<file path="src/btm_pkg.sv">
package btm_pkg;

  // ----------------------------------------
  // clock and time base
  // ----------------------------------------
  localparam int CLK_HZ = 100_000_000;           // ref_clk rate
  localparam int MS_PER_S = 1000;
  localparam int TICK_MS = 1;                    // time base step, ms
  localparam int TICK_CYCLES = CLK_HZ / MS_PER_S * TICK_MS;

  // ----------------------------------------
  // button and window timing, in ms
  // ----------------------------------------
  localparam int PROG_WINDOW_MIN = 5;            // programming window
  localparam int PROG_WINDOW_MS = PROG_WINDOW_MIN * 60 * MS_PER_S;
  localparam int HOLD_S = 2;                     // hold threshold
  localparam int HOLD_MS = HOLD_S * MS_PER_S;
  localparam int MENU_S = 5;                     // menu entry hold
  localparam int MENU_MS = MENU_S * MS_PER_S;
  localparam int CANCEL_S = 10;                  // abort hold
  localparam int CANCEL_MS = CANCEL_S * MS_PER_S;
  localparam int SYNC_S = 1;                     // standby when sync high longer
  localparam int SYNC_MS = SYNC_S * MS_PER_S;

  // ----------------------------------------
  // led patterns
  // ----------------------------------------
  localparam int FLASH_SLOT_MS = 250;            // one on or off slot of a count
  localparam int FLASH_GAP_SLOTS = 4;            // dark slots after a burst's last off slot
  localparam logic [2:0] CONFIRM_FLASHES = 3'h3; // confirm or warn burst
  localparam int BLINK_W = 10;                   // free blink counter width
  localparam int SLOW_BIT = 9;                   // slow blink, about 1 Hz
  localparam int FAST_BIT = 7;                   // fast blink, about 4 Hz

  // ----------------------------------------
  // menu option counts and codes
  // ----------------------------------------
  localparam logic [1:0] SW_MODE_LAST = 2'h3;    // switch, window, hyst, retro
  localparam logic [1:0] AN_MODE_LAST = 2'h2;    // rising, falling, field link
  localparam logic [1:0] AN_LINK_MODE = 2'h2;    // field-link parameter mode
  localparam logic [1:0] BEAM_LAST = 2'h2;       // small, medium, wide
  localparam int DIST_W = 16;                    // taught distance width

  // selections of the mode menu
  typedef struct packed {
    logic [1:0] out_mode;   // 0 first option
    logic out_logic;        // 0 normally-open / current
    logic [1:0] beam;       // 0 small
  } cfg_t;

  localparam cfg_t CFG_RESET = '{out_mode: 2'h0, out_logic: 1'b0, beam: 2'h1};

  // led drive bundle
  typedef struct packed {
    logic green;
    logic yellow;
    logic red;
  } leds_t;

  typedef enum logic [2:0] {
    ST_IDLE, ST_WAIT_TURN, ST_TEACH, ST_MENU_MODE, ST_MENU_LOGIC, ST_MENU_BEAM,
    ST_CONFIRM, ST_WARN
  } state_t;

endpackage

</file>
<file path="src/button_teach_menu_controller.sv">
`timescale 1ns/1ps
// Function
// - programming only in window after power-up
// - activity extends window; timeout locks until reset
// - button ignored while field link active
// - ten-second hold aborts, settings unchanged
// - wait group turn; peers standby then resume
// - two-second hold, brief press stores near
// - two holds store far point, confirm
// - yellow slow on target, fast without
// - red on unreliable detect; store only reliable
// - five-second hold opens menu, green flashes
// - menu stages mode, logic, beam; hold advances
// - brief press steps option; count shows it
// - switching variant green count gives mode
// - red count gives beam width
// - hold in beam stage commits all
// - analog field-link mode sticks until reset
// - power-up green on with stored presets
// - analog variant green count gives ramp/link
// - sync high over one second gives standby
module button_teach_menu_controller
  import btm_pkg::*;
#(
  parameter int MS_CYCLES = TICK_CYCLES,       // ref_clk cycles per ms
  parameter int WINDOW_MS = PROG_WINDOW_MS,    // programming window
  parameter int HOLD_T_MS = HOLD_MS,
  parameter int MENU_T_MS = MENU_MS,
  parameter int CANCEL_T_MS = CANCEL_MS,
  parameter int SYNC_T_MS = SYNC_MS,
  parameter int SLOT_MS = FLASH_SLOT_MS
) (
  input wire logic ref_clk,
  input wire logic rst_n,
  input wire logic button,                     // high while pressed
  input wire logic link_active,                // field link communicating
  input wire logic sync_in,                    // synchronization input level
  input wire logic group_mode,                 // member of a synchronized group
  input wire logic group_turn,                 // this sensor's turn in group
  input wire logic is_analog,                  // analog-output variant
  input wire logic target_seen,                // echo found
  input wire logic detect_reliable,            // echo stable
  input wire logic switch_state,               // output state for yellow
  input wire logic [DIST_W-1:0] distance,      // current measured distance
  output logic led_green,
  output logic led_yellow,
  output logic led_red,
  output logic [DIST_W-1:0] near_switch_point,
  output logic [DIST_W-1:0] far_switch_point,
  output cfg_t cfg,                            // committed menu settings
  output logic field_link_mode,                // analog parameter mode latched
  output logic prog_busy,                      // programming in progress
  output logic standby,                        // standby from sync input
  output logic prog_locked                     // window expired
);

  // ----------------------------------------
  // elaboration checks
  // ----------------------------------------
  if (MS_CYCLES < 2 || HOLD_T_MS < 1 || MENU_T_MS <= HOLD_T_MS ||
      CANCEL_T_MS <= MENU_T_MS || SLOT_MS < 2 || WINDOW_MS < 1) begin : g_chk
    $error("timing parameters out of range");
  end

  localparam int MSC_W = $clog2(MS_CYCLES);
  localparam int WIN_W = $clog2(WINDOW_MS + 1);
  localparam int PRS_W = $clog2(CANCEL_T_MS + 1);
  localparam int SYN_W = $clog2(SYNC_T_MS + 2);
  localparam int SLT_W = $clog2(SLOT_MS);

  // lit slot of a burst of n flashes, then a dark gap
  function automatic logic flash_lit(input logic [3:0] slot, input logic [2:0] n);
    flash_lit = (slot < {n, 1'b0}) && !slot[0];
  endfunction

  // ----------------------------------------
  // millisecond tick
  // ----------------------------------------
  logic [MSC_W-1:0] ms_cnt; // cycle divider
  logic tick;               // one-cycle pulse per ms

  // divider makes the ms enable pulse
  always_ff @(posedge ref_clk) begin
    if (!rst_n) begin
      ms_cnt <= '0;
      tick <= 1'b0;
    end else begin
      tick <= (ms_cnt == MSC_W'(MS_CYCLES - 1));
      ms_cnt <= (ms_cnt == MSC_W'(MS_CYCLES - 1)) ? '0 : ms_cnt + 1'b1;
    end
  end

  // ----------------------------------------
  // programming window and button qualify
  // ----------------------------------------
  logic [WIN_W-1:0] win_ms; // ms since last activity
  logic btn_q;              // qualified button, last cycle
  logic [PRS_W-1:0] press_ms; // length of current press
  logic press_used;         // press already acted on
  state_t state;
  state_t next_state;

  wire btn_eff = button && !link_active && !prog_locked && !standby;
  wire press_start = btn_eff && !btn_q;
  wire release_ev = btn_q && !btn_eff && !press_used;
  wire ev_brief = release_ev && (press_ms < PRS_W'(HOLD_T_MS));
  wire ev_hold = release_ev && (press_ms >= PRS_W'(HOLD_T_MS));
  wire ev_teach = ev_hold && (press_ms < PRS_W'(MENU_T_MS));
  wire ev_menu = btn_eff && tick && !press_used && (press_ms == PRS_W'(MENU_T_MS - 1));
  wire ev_cancel = btn_eff && tick && (press_ms == PRS_W'(CANCEL_T_MS - 1));
  wire activity = press_start || release_ev;

  always_ff @(posedge ref_clk) begin
    if (!rst_n) begin
      win_ms <= '0;
      prog_locked <= 1'b0;
    end else if (activity) begin
      win_ms <= '0;
    end else if (tick && !prog_locked && state == ST_IDLE) begin
      win_ms <= win_ms + 1'b1;
      if (win_ms == WIN_W'(WINDOW_MS - 1)) begin
        prog_locked <= 1'b1;
      end
    end
  end

  // press duration, saturating at the abort time
  always_ff @(posedge ref_clk) begin
    if (!rst_n) begin
      btn_q <= 1'b0;
      press_ms <= '0;
      press_used <= 1'b0;
    end else begin
      btn_q <= btn_eff;
      if (press_start) begin
        press_ms <= '0;
        press_used <= 1'b0;
      end else if (btn_eff && tick && press_ms != PRS_W'(CANCEL_T_MS)) begin
        press_ms <= press_ms + 1'b1;
      end
      if (ev_menu || ev_cancel) begin
        press_used <= 1'b1;
      end
    end
  end

  // ----------------------------------------
  // standby from sync input
  // ----------------------------------------
  logic [SYN_W-1:0] sync_ms; // ms sync has been high

  always_ff @(posedge ref_clk) begin
    if (!rst_n) begin
      sync_ms <= '0;
      standby <= 1'b0;
    end else if (!sync_in) begin
      sync_ms <= '0;
      standby <= 1'b0;
    end else if (tick && sync_ms != SYN_W'(SYNC_T_MS + 1)) begin
      sync_ms <= sync_ms + 1'b1;
      standby <= (sync_ms >= SYN_W'(SYNC_T_MS));
    end
  end

  // ----------------------------------------
  // sequence state machine
  // ----------------------------------------
  logic pend_menu; // menu waits for group turn
  cfg_t shadow;    // menu selections not yet committed
  wire [1:0] mode_last = is_analog ? AN_MODE_LAST : SW_MODE_LAST;
  wire burst_done;
  wire want_start = ev_teach || ev_menu;
  wire start_ok = !group_mode || group_turn;

  // next state from button events
  always_comb begin
    next_state = state;
    case (state)
      ST_IDLE: begin
        if (want_start) begin
          next_state = !start_ok ? ST_WAIT_TURN : (ev_menu ? ST_MENU_MODE : ST_TEACH);
        end
      end
      ST_WAIT_TURN: begin
        if (start_ok) begin
          next_state = pend_menu ? ST_MENU_MODE : ST_TEACH;
        end
      end
      ST_TEACH: begin
        if (ev_brief || ev_hold) begin
          next_state = detect_reliable ? ST_CONFIRM : ST_WARN;
        end
      end
      ST_MENU_MODE: next_state = ev_hold ? ST_MENU_LOGIC : state;
      ST_MENU_LOGIC: next_state = ev_hold ? ST_MENU_BEAM : state;
      ST_MENU_BEAM: next_state = ev_hold ? ST_IDLE : state;
      ST_CONFIRM, ST_WARN: next_state = burst_done ? ST_IDLE : state;
      default: next_state = ST_IDLE;
    endcase
    if (ev_cancel && state != ST_IDLE) begin
      next_state = ST_IDLE;
    end
  end

  // state register and pending target
  always_ff @(posedge ref_clk) begin
    if (!rst_n) begin
      state <= ST_IDLE;
      pend_menu <= 1'b0;
      prog_busy <= 1'b0;
    end else begin
      state <= next_state;
      prog_busy <= (next_state != ST_IDLE);
      if (state == ST_IDLE && want_start) begin
        pend_menu <= ev_menu;
      end
    end
  end

  // ----------------------------------------
  // taught points and menu settings
  // ----------------------------------------
  // stores happen only on completed sequences
  always_ff @(posedge ref_clk) begin
    if (!rst_n) begin
      near_switch_point <= '0;
      far_switch_point <= '0;
      shadow <= CFG_RESET;
      cfg <= CFG_RESET;
      field_link_mode <= 1'b0;
    end else begin
      if (state == ST_TEACH && ev_brief && detect_reliable && !ev_cancel) begin
        near_switch_point <= distance;
      end
      if (state == ST_TEACH && ev_hold && detect_reliable && !ev_cancel) begin
        far_switch_point <= distance;
      end
      // menu starts from the committed settings
      if (next_state == ST_MENU_MODE && state != ST_MENU_MODE) begin
        shadow <= cfg;
      end
      if (ev_brief) begin
        case (state)
          ST_MENU_MODE: shadow.out_mode <= (shadow.out_mode >= mode_last) ? 2'h0
                                           : shadow.out_mode + 2'h1;
          ST_MENU_LOGIC: shadow.out_logic <= !shadow.out_logic;
          ST_MENU_BEAM: shadow.beam <= (shadow.beam >= BEAM_LAST) ? 2'h0
                                       : shadow.beam + 2'h1;
          default: ;
        endcase
      end
      if (state == ST_MENU_BEAM && ev_hold && !ev_cancel) begin
        cfg <= shadow;
        if (is_analog && shadow.out_mode == AN_LINK_MODE) begin
          field_link_mode <= 1'b1;
        end
      end
    end
  end

  // ----------------------------------------
  // flash count generator
  // ----------------------------------------
  logic [SLT_W-1:0] slot_ms; // ms within slot
  logic [3:0] slot;          // slot in burst
  logic [BLINK_W-1:0] blink; // free blink counter
  logic [2:0] flash_n;       // flashes per burst
  wire restart = (next_state != state);
  wire slot_end = tick && (slot_ms == SLT_W'(SLOT_MS - 1));
  wire [3:0] slot_wrap = 4'({flash_n, 1'b0}) + 4'(FLASH_GAP_SLOTS - 1);
  assign burst_done = slot_end && (slot == 4'({CONFIRM_FLASHES, 1'b0}));
  wire lit = flash_lit(slot, flash_n);

  // count shown for the current state
  always_comb begin
    case (state)
      ST_MENU_MODE: flash_n = 3'(shadow.out_mode) + 3'h1;
      ST_MENU_LOGIC: flash_n = {2'h0, shadow.out_logic} + 3'h1;
      ST_MENU_BEAM: flash_n = 3'(shadow.beam) + 3'h1;
      default: flash_n = CONFIRM_FLASHES;
    endcase
  end

  // slot timing restarts on every state change
  always_ff @(posedge ref_clk) begin
    if (!rst_n || restart) begin
      slot_ms <= '0;
      slot <= 4'h0;
    end else if (slot_end) begin
      slot_ms <= '0;
      slot <= (slot >= slot_wrap) ? 4'h0 : slot + 4'h1;
    end else if (tick) begin
      slot_ms <= slot_ms + 1'b1;
    end
  end

  // free blink source for slow and fast flashing
  always_ff @(posedge ref_clk) begin
    if (!rst_n) begin
      blink <= '0;
    end else if (tick) begin
      blink <= blink + 1'b1;
    end
  end

  // ----------------------------------------
  // led drive
  // ----------------------------------------
  leds_t next_leds;

  // led pattern per state
  always_comb begin
    next_leds = '{green: 1'b0, yellow: 1'b0, red: 1'b0};
    case (state)
      ST_IDLE, ST_WAIT_TURN: begin
        next_leds.green = standby ? blink[SLOW_BIT] : 1'b1;
        next_leds.yellow = switch_state;
      end
      ST_TEACH: begin
        if (!detect_reliable) begin
          next_leds.red = blink[SLOW_BIT];
        end else begin
          next_leds.yellow = target_seen ? blink[SLOW_BIT] : blink[FAST_BIT];
        end
      end
      ST_MENU_MODE: next_leds.green = lit;
      ST_MENU_LOGIC: next_leds.yellow = lit;
      ST_MENU_BEAM: next_leds.red = lit;
      ST_CONFIRM: next_leds.green = lit;
      ST_WARN: next_leds.red = lit;
      default: next_leds = '{green: 1'b0, yellow: 1'b0, red: 1'b0};
    endcase
  end

  // registered led outputs
  always_ff @(posedge ref_clk) begin
    if (!rst_n) begin
      led_green <= 1'b0;
      led_yellow <= 1'b0;
      led_red <= 1'b0;
    end else begin
      led_green <= next_leds.green;
      led_yellow <= next_leds.yellow;
      led_red <= next_leds.red;
    end
  end

endmodule // button_teach_menu_controller

</file>
<file path="config.mk">
export PLATFORM = sky130hd
export DESIGN_NAME = button_teach_menu_controller
export DESIGN_NICKNAME = d
export VERILOG_FILES = /design/src/btm_pkg.sv /design/src/button_teach_menu_controller.sv
export SDC_FILE = /design/constraint.sdc
export NUM_CORES = 1
export LEC_CHECK = 0
export ABC_AREA = 1
export BUFFER_PORTS_ARGS = -buffer_cell sky130_fd_sc_hd__buf_2
export CORE_MARGIN = 2
export CORE_UTILIZATION = 30
export DETAILED_ROUTE_END_ITERATION = 12
export PLACE_DENSITY = 0.46
export SLEW_MARGIN = 10
export SYNTH_ARGS = -nofsm -noshare
export SYNTH_HDL_FRONTEND = slang
export SYNTH_SLANG_ARGS = --single-unit
</file>
<file path="constraint.sdc">
create_clock -name ref_clk -period 3.9 [get_ports ref_clk]
set_input_delay 0.585 -clock ref_clk [delete_from_list [all_inputs] [get_ports ref_clk]]
set_output_delay 0.585 -clock ref_clk [all_outputs]
set_load 0.05 [all_outputs]
</file>
# Word level (Yosys, flattened, before mapping)
# Cells that the tools add are included.
# word_totals
wordCells	165
regBits	138
inputBits	27
# op_classes
eq_ne	19
n_reduce_logical	64
bitwise	2
n_lt_le_gt_ge	8
addsub	13
n_mux	32
# ops
operator	count
$logic_and 1x1->1	32
$mux 3	8
$pmux 3 s7	1
$add 10x1->10 const B	2
$add 19x1->19 const B	1
$eq 19x19->1 const B	1
$add 17x1->17 const B	1
$eq 17x17->1 const B	1
$reduce_or 2->1	8
$add 14x1->14 const B	1
$eq 14x13->1 const B	1
$eq 14x14->1 const B	1
$ge 14x11->1 const B	1
$lt 14x11->1 const B	1
$lt 14x13->1 const B	1
$ne 14x14->1 const B	1
$eq 3x3->1 const B	4
$logic_not 1->1	11
$mux 1	11
$ge 10x10->1 const B	1
$mux 2	5
$mux 5	2
$ne 10x10->1 const B	1
$eq 3x2->1 const B	3
other kinds (27)	38

# Longest topological paths before layout
# logic_depth
depth_word	18
depth_mapped	20
ltp_nobuf	19

# Worst setup path after synthesis
# OpenSTA, ideal clock, no wires.
# synth_timing
path_kind	flip-flop to flip-flop
start	register state[2]
end	register slot[1]
n_path_buf	1
path_stages_with_launch	20
arrival_time_ns	2.717
synth_period_minus_slack_ns	2.781
path_slack_ns	1.119
cell_sequence	dfxtp_1 buf_2 nand3_1 inv_1 nand2_1 o21ai_0 inv_1 ha_1 nand2_1 inv_1 nor3_1 inv_1 ha_1 xor2_1 ha_1 a21oi_1 nand2_1 o21ai_0 o21ai_0 nor2_1
# synth_via
elab_chain_len	6
elab_cells_between_ends	26
# synth_lines
item	line_no	source
start: declaration	button_teach_menu_controller.sv:100	state_t state;
start signal: assignment	button_teach_menu_controller.sv:212	state <= next_state;
branches (longest 6 deep; another with $add 4x2->4)	--	
end signal: assignment	button_teach_menu_controller.sv:291	slot <= (slot >= slot_wrap) ? 4'h0 : slot + 4'h1;
end: declaration	button_teach_menu_controller.sv:265	logic [3:0] slot;
# Parallel ways; which one is timed is not known.
# A chain may end at the register's enable or synchronous reset.

# Worst setup path after layout
# layout_timing
start	register state[2]
end	register led_red
# layout_via
elab_chain_len	5
elab_cells_between_ends	10
# layout_lines
item	line_no	source
$eq 3x3->1, or another cell as far along	button_teach_menu_controller.sv:276, button_teach_menu_controller.sv:314	
$pmux 3 s3	button_teach_menu_controller.sv:276	case (state)
$lt 4x4->1	button_teach_menu_controller.sv:73	flash_lit = (slot < {n, 1'b0}) && !slot[0];
$logic_and 1x1->1	button_teach_menu_controller.sv:73	
$pmux 1 s2 *	button_teach_menu_controller.sv:314	case (state)
end signal: assignment	button_teach_menu_controller.sv:344	led_red <= next_leds.red;
end: declaration	button_teach_menu_controller.sv:47	output logic led_red,
# Mark *: on every way between the ends. The rest lies on a longest branch, timed or not.

==> impl_metrics.tcl <==
set metrics [dict create \
    outcome "finished clean" \
    hold_ws_ns 0.4374 \
    yosysWarnings 0 \
    cap_violations 0 \
    ys_seq_elements 138 \
    dr.pass1.iters 5 \
    area_delta_synth_final_pct 17.89 \
    htreeDepth 4 \
    fin_setup_tns_ns 0 \
    clkLatencyLatePin_ns 0.43 \
    path_cells "nand3_1 -> inv_1 -> nand2_1 -> o21ai_0 -> inv_1 -> ha_1 -> nand2_1 -> inv_1 -> nor3_1 -> ha_1 -> nand2_1 -> nor2_1 -> a2111oi_0 -> nand3_1 -> a21oi_1" \
    pin_count 71 \
    detail-route-antenna-nets 0 \
    crit_arrival_ns 3.64 \
    fin_crit_sh_pct 84.02 \
    leakagePower_nw 3.316 \
    die_area_sq_um 24120 \
    coreArea_sq_um 22570 \
    period_minus_slack_ns 3.277 \
    dieHeight_um 155.3 \
    critPathSlowestCell "a2111oi_0" \
    syn_area_sq_um 6868 \
    grt_max_degree 43 \
    yosys.area.top_type "dfxtp_1" \
    drt-initial-drc-count 347 \
    grt_usage_pct 13.87 \
    hold_viol 0 \
    path_clk_slew_ns 0.07 \
    critPathRequiredTime_ns 4.26 \
    cp_max_fo 10 \
    multi_input_area_sq_um 3420 \
    wire_per_inst_um 11.94 \
    postLayoutCoreUtil_pct 35.87 \
    grt-ovfl-total 0 \
    worstSetupPathType "flop to flop" \
    post_cts_resized 0 \
    fin_nets 1091 \
    drive_gt1_share_pct 16.40 \
    synth.distinct_cells 45 \
    regArea_sq_um 2763 \
    hpwl_mm 11.94 \
    holdCritPathClass "primary input to flop" \
    insertedDiodeCount 0 \
    drc 0 \
    critPathCaptureType "flop" \
    clock-sinks 138 \
    vias 5929 \
    setup_ws_ns 0.6233 \
    numPortBuffers 70 \
    cts_hold_buffers 0 \
    drt_wl_total_mm 16.00 \
    syn-num-nets 1013 \
    synth_area_leaders "dfxtp_1 (40%), nand2_1 (9.2%), inv_1 (8.1%), a21oi_1 (6.3%), o21ai_0 (5.6%)" \
    cts_buffer_depth 2 \
    num_rows 55 \
    pre_cts_ws_ns 0.6422 \
    slew_headroom_pct 42.11 \
    critPathMaxStageDelay_ns 0.65 \
    tightest_slew_ns 0.8464 \
    fillers 2437 \
    synth_cells 964 \
    initial_utilization_pct 30.43 \
    numCtsBuffers 17 \
    rsz0062_at_grt "no" \
    finalClockSkew_ns 0.01404 \
    syn_area_per_cell_sq_um 7.124 \
    synth-seq-area-share_pct 40.23 \
    max_freq_ghz 0.3052 \
    place.gp.congestion 0.8442 \
    cts_tree "yes" \
    synth.top_cell.area_share_pct 40.23 \
    antenna_found_initial 0 \
    grt_pass1_wl_mm 26.97 \
    avgViaCountPerCell 4.425 \
    first_global_vias 5489 \
    post_cts_buffers 0 \
    root_buffer "clkbuf_16" \
    cp-start-kind "flop" \
    ir_drop_mv 0.2037 \
    slew_violations 0 \
    setup_viol 0 \
    pwr_density_cell_nw_per_um2 428.1 \
    die_w_um 155.3 \
]
[synthesized netlist by cell type, drive strengths merged]
cell type,number
nor3b,5
nand4,17
or2,5
or3,1
nor4,6
a31oi,4
clkinv,3
a2111oi,1
o31ai,1
nor3,31
nand2,185
nand3,57
o211ai,2
o21a,3
a31o,1
xnor2,5
ha,22
buf,6
clkbuf,11
nor2,114
o2111ai,1
xor2,16
and3,1
a21oi,89
dfxtp,138
nand3b,3
inv,159
o21ai,77
[state kept, by name, indices dropped and copies added (netlist names), 3 cells and up]
signal,flops
near_switch_point,16
press_ms,14
blink,10
win_ms,19
shadow,5
slot,4
ms_cnt,17
sync_ms,10
cfg,5
far_switch_point,16
state,3
slot_ms,8
[per-layer routing]
metal	routed length, um	track usage (%)	up-vias
met2	7182	21.76	60
met4	184	4.500	0
li1	-	-	3261
met1	8200	18.75	2596
met3	430	3.398	12
met5	0	0	-
[kinds of logic after synthesis]
kind of cell    after synthesis  share of synthesized area [%]
simple gates                425                          29.33
compound gates              179                          13.77
buf+inv                     179                          9.983
flops                       138                          40.23
fa+ha+maj                    22                          4.008
xor+xnor                     21                          2.678
[path summary, 6_finish.rpt]
kind / from / endpoint / slack, ns / cells past startpoint
hold reg to reg: far_switch_point[6] / far_switch_point[6] / 0.44 / 2
hold / removal: is_analog / field_link_mode / 0.44 / 3
setup reg to reg: state[2] / led_red / 0.62 / 15
setup / recovery: state[2] / led_red / 0.62 / 15
[worst max-delay path: cells and delay by family (launching register included)]
family | cells | cell delay [ns]
buffers and inverters | 3 | 0.29
DFF | 1 | 0.57
and+or+nand+nor | 7 | 0.89
adders and majority gates | 2 | 0.56
AOI/OAI and AO/OA | 3 | 0.91
[where the power goes]
group	internal, W	switching [W]	total (W)
Clock	0.000835	0.000699	0.00153
Combinational	0.000130	0.000345	0.000476
Sequential	0.00143	0.0000247	0.00146
[area by class of cell]
type | count | share of cell area, %
Clock buffer | 17 | 5.254
Clock inverter | 15 | 1.576
Inverter | 162 | 7.526
Multi-Input combinational cell | 647 | 42.23
Sequential cell | 138 | 34.12
Tap cell | 285 | 4.404
Timing Repair Buffer | 76 | 4.883
[placed cells by master (no fill, tap or decap), drive strengths merged, types with 4 or more instances in the layout]
master	netlist	routed
nand4	17	17
nor3b	5	5
nor3	31	31
nor4	6	6
inv	159	168
clkinvlp	0	4
clkbuf	11	17
a21oi	89	89
xor2	16	16
a31oi	4	4
or2	5	5
nand3	57	57
dfxtp	138	138
o21ai	77	77
xnor2	5	5
ha	22	22
nand2	185	185
clkinv	3	5
buf	6	76
nor2	114	114
[per-stage QoR]
step,std cells,cell area [sq um],total power [W]
2_1_floorplan,964,6868,0.001852
3_3_place_gp,1308,7543,0.001972
3_5_place_dp,1308,7543,0.001967
4_1_cts,1340,8097,0.003526
5_1_grt,1340,8097,0.003648
6_report,1340,8097,0.003466
Power figures use the tool's default switching activity.
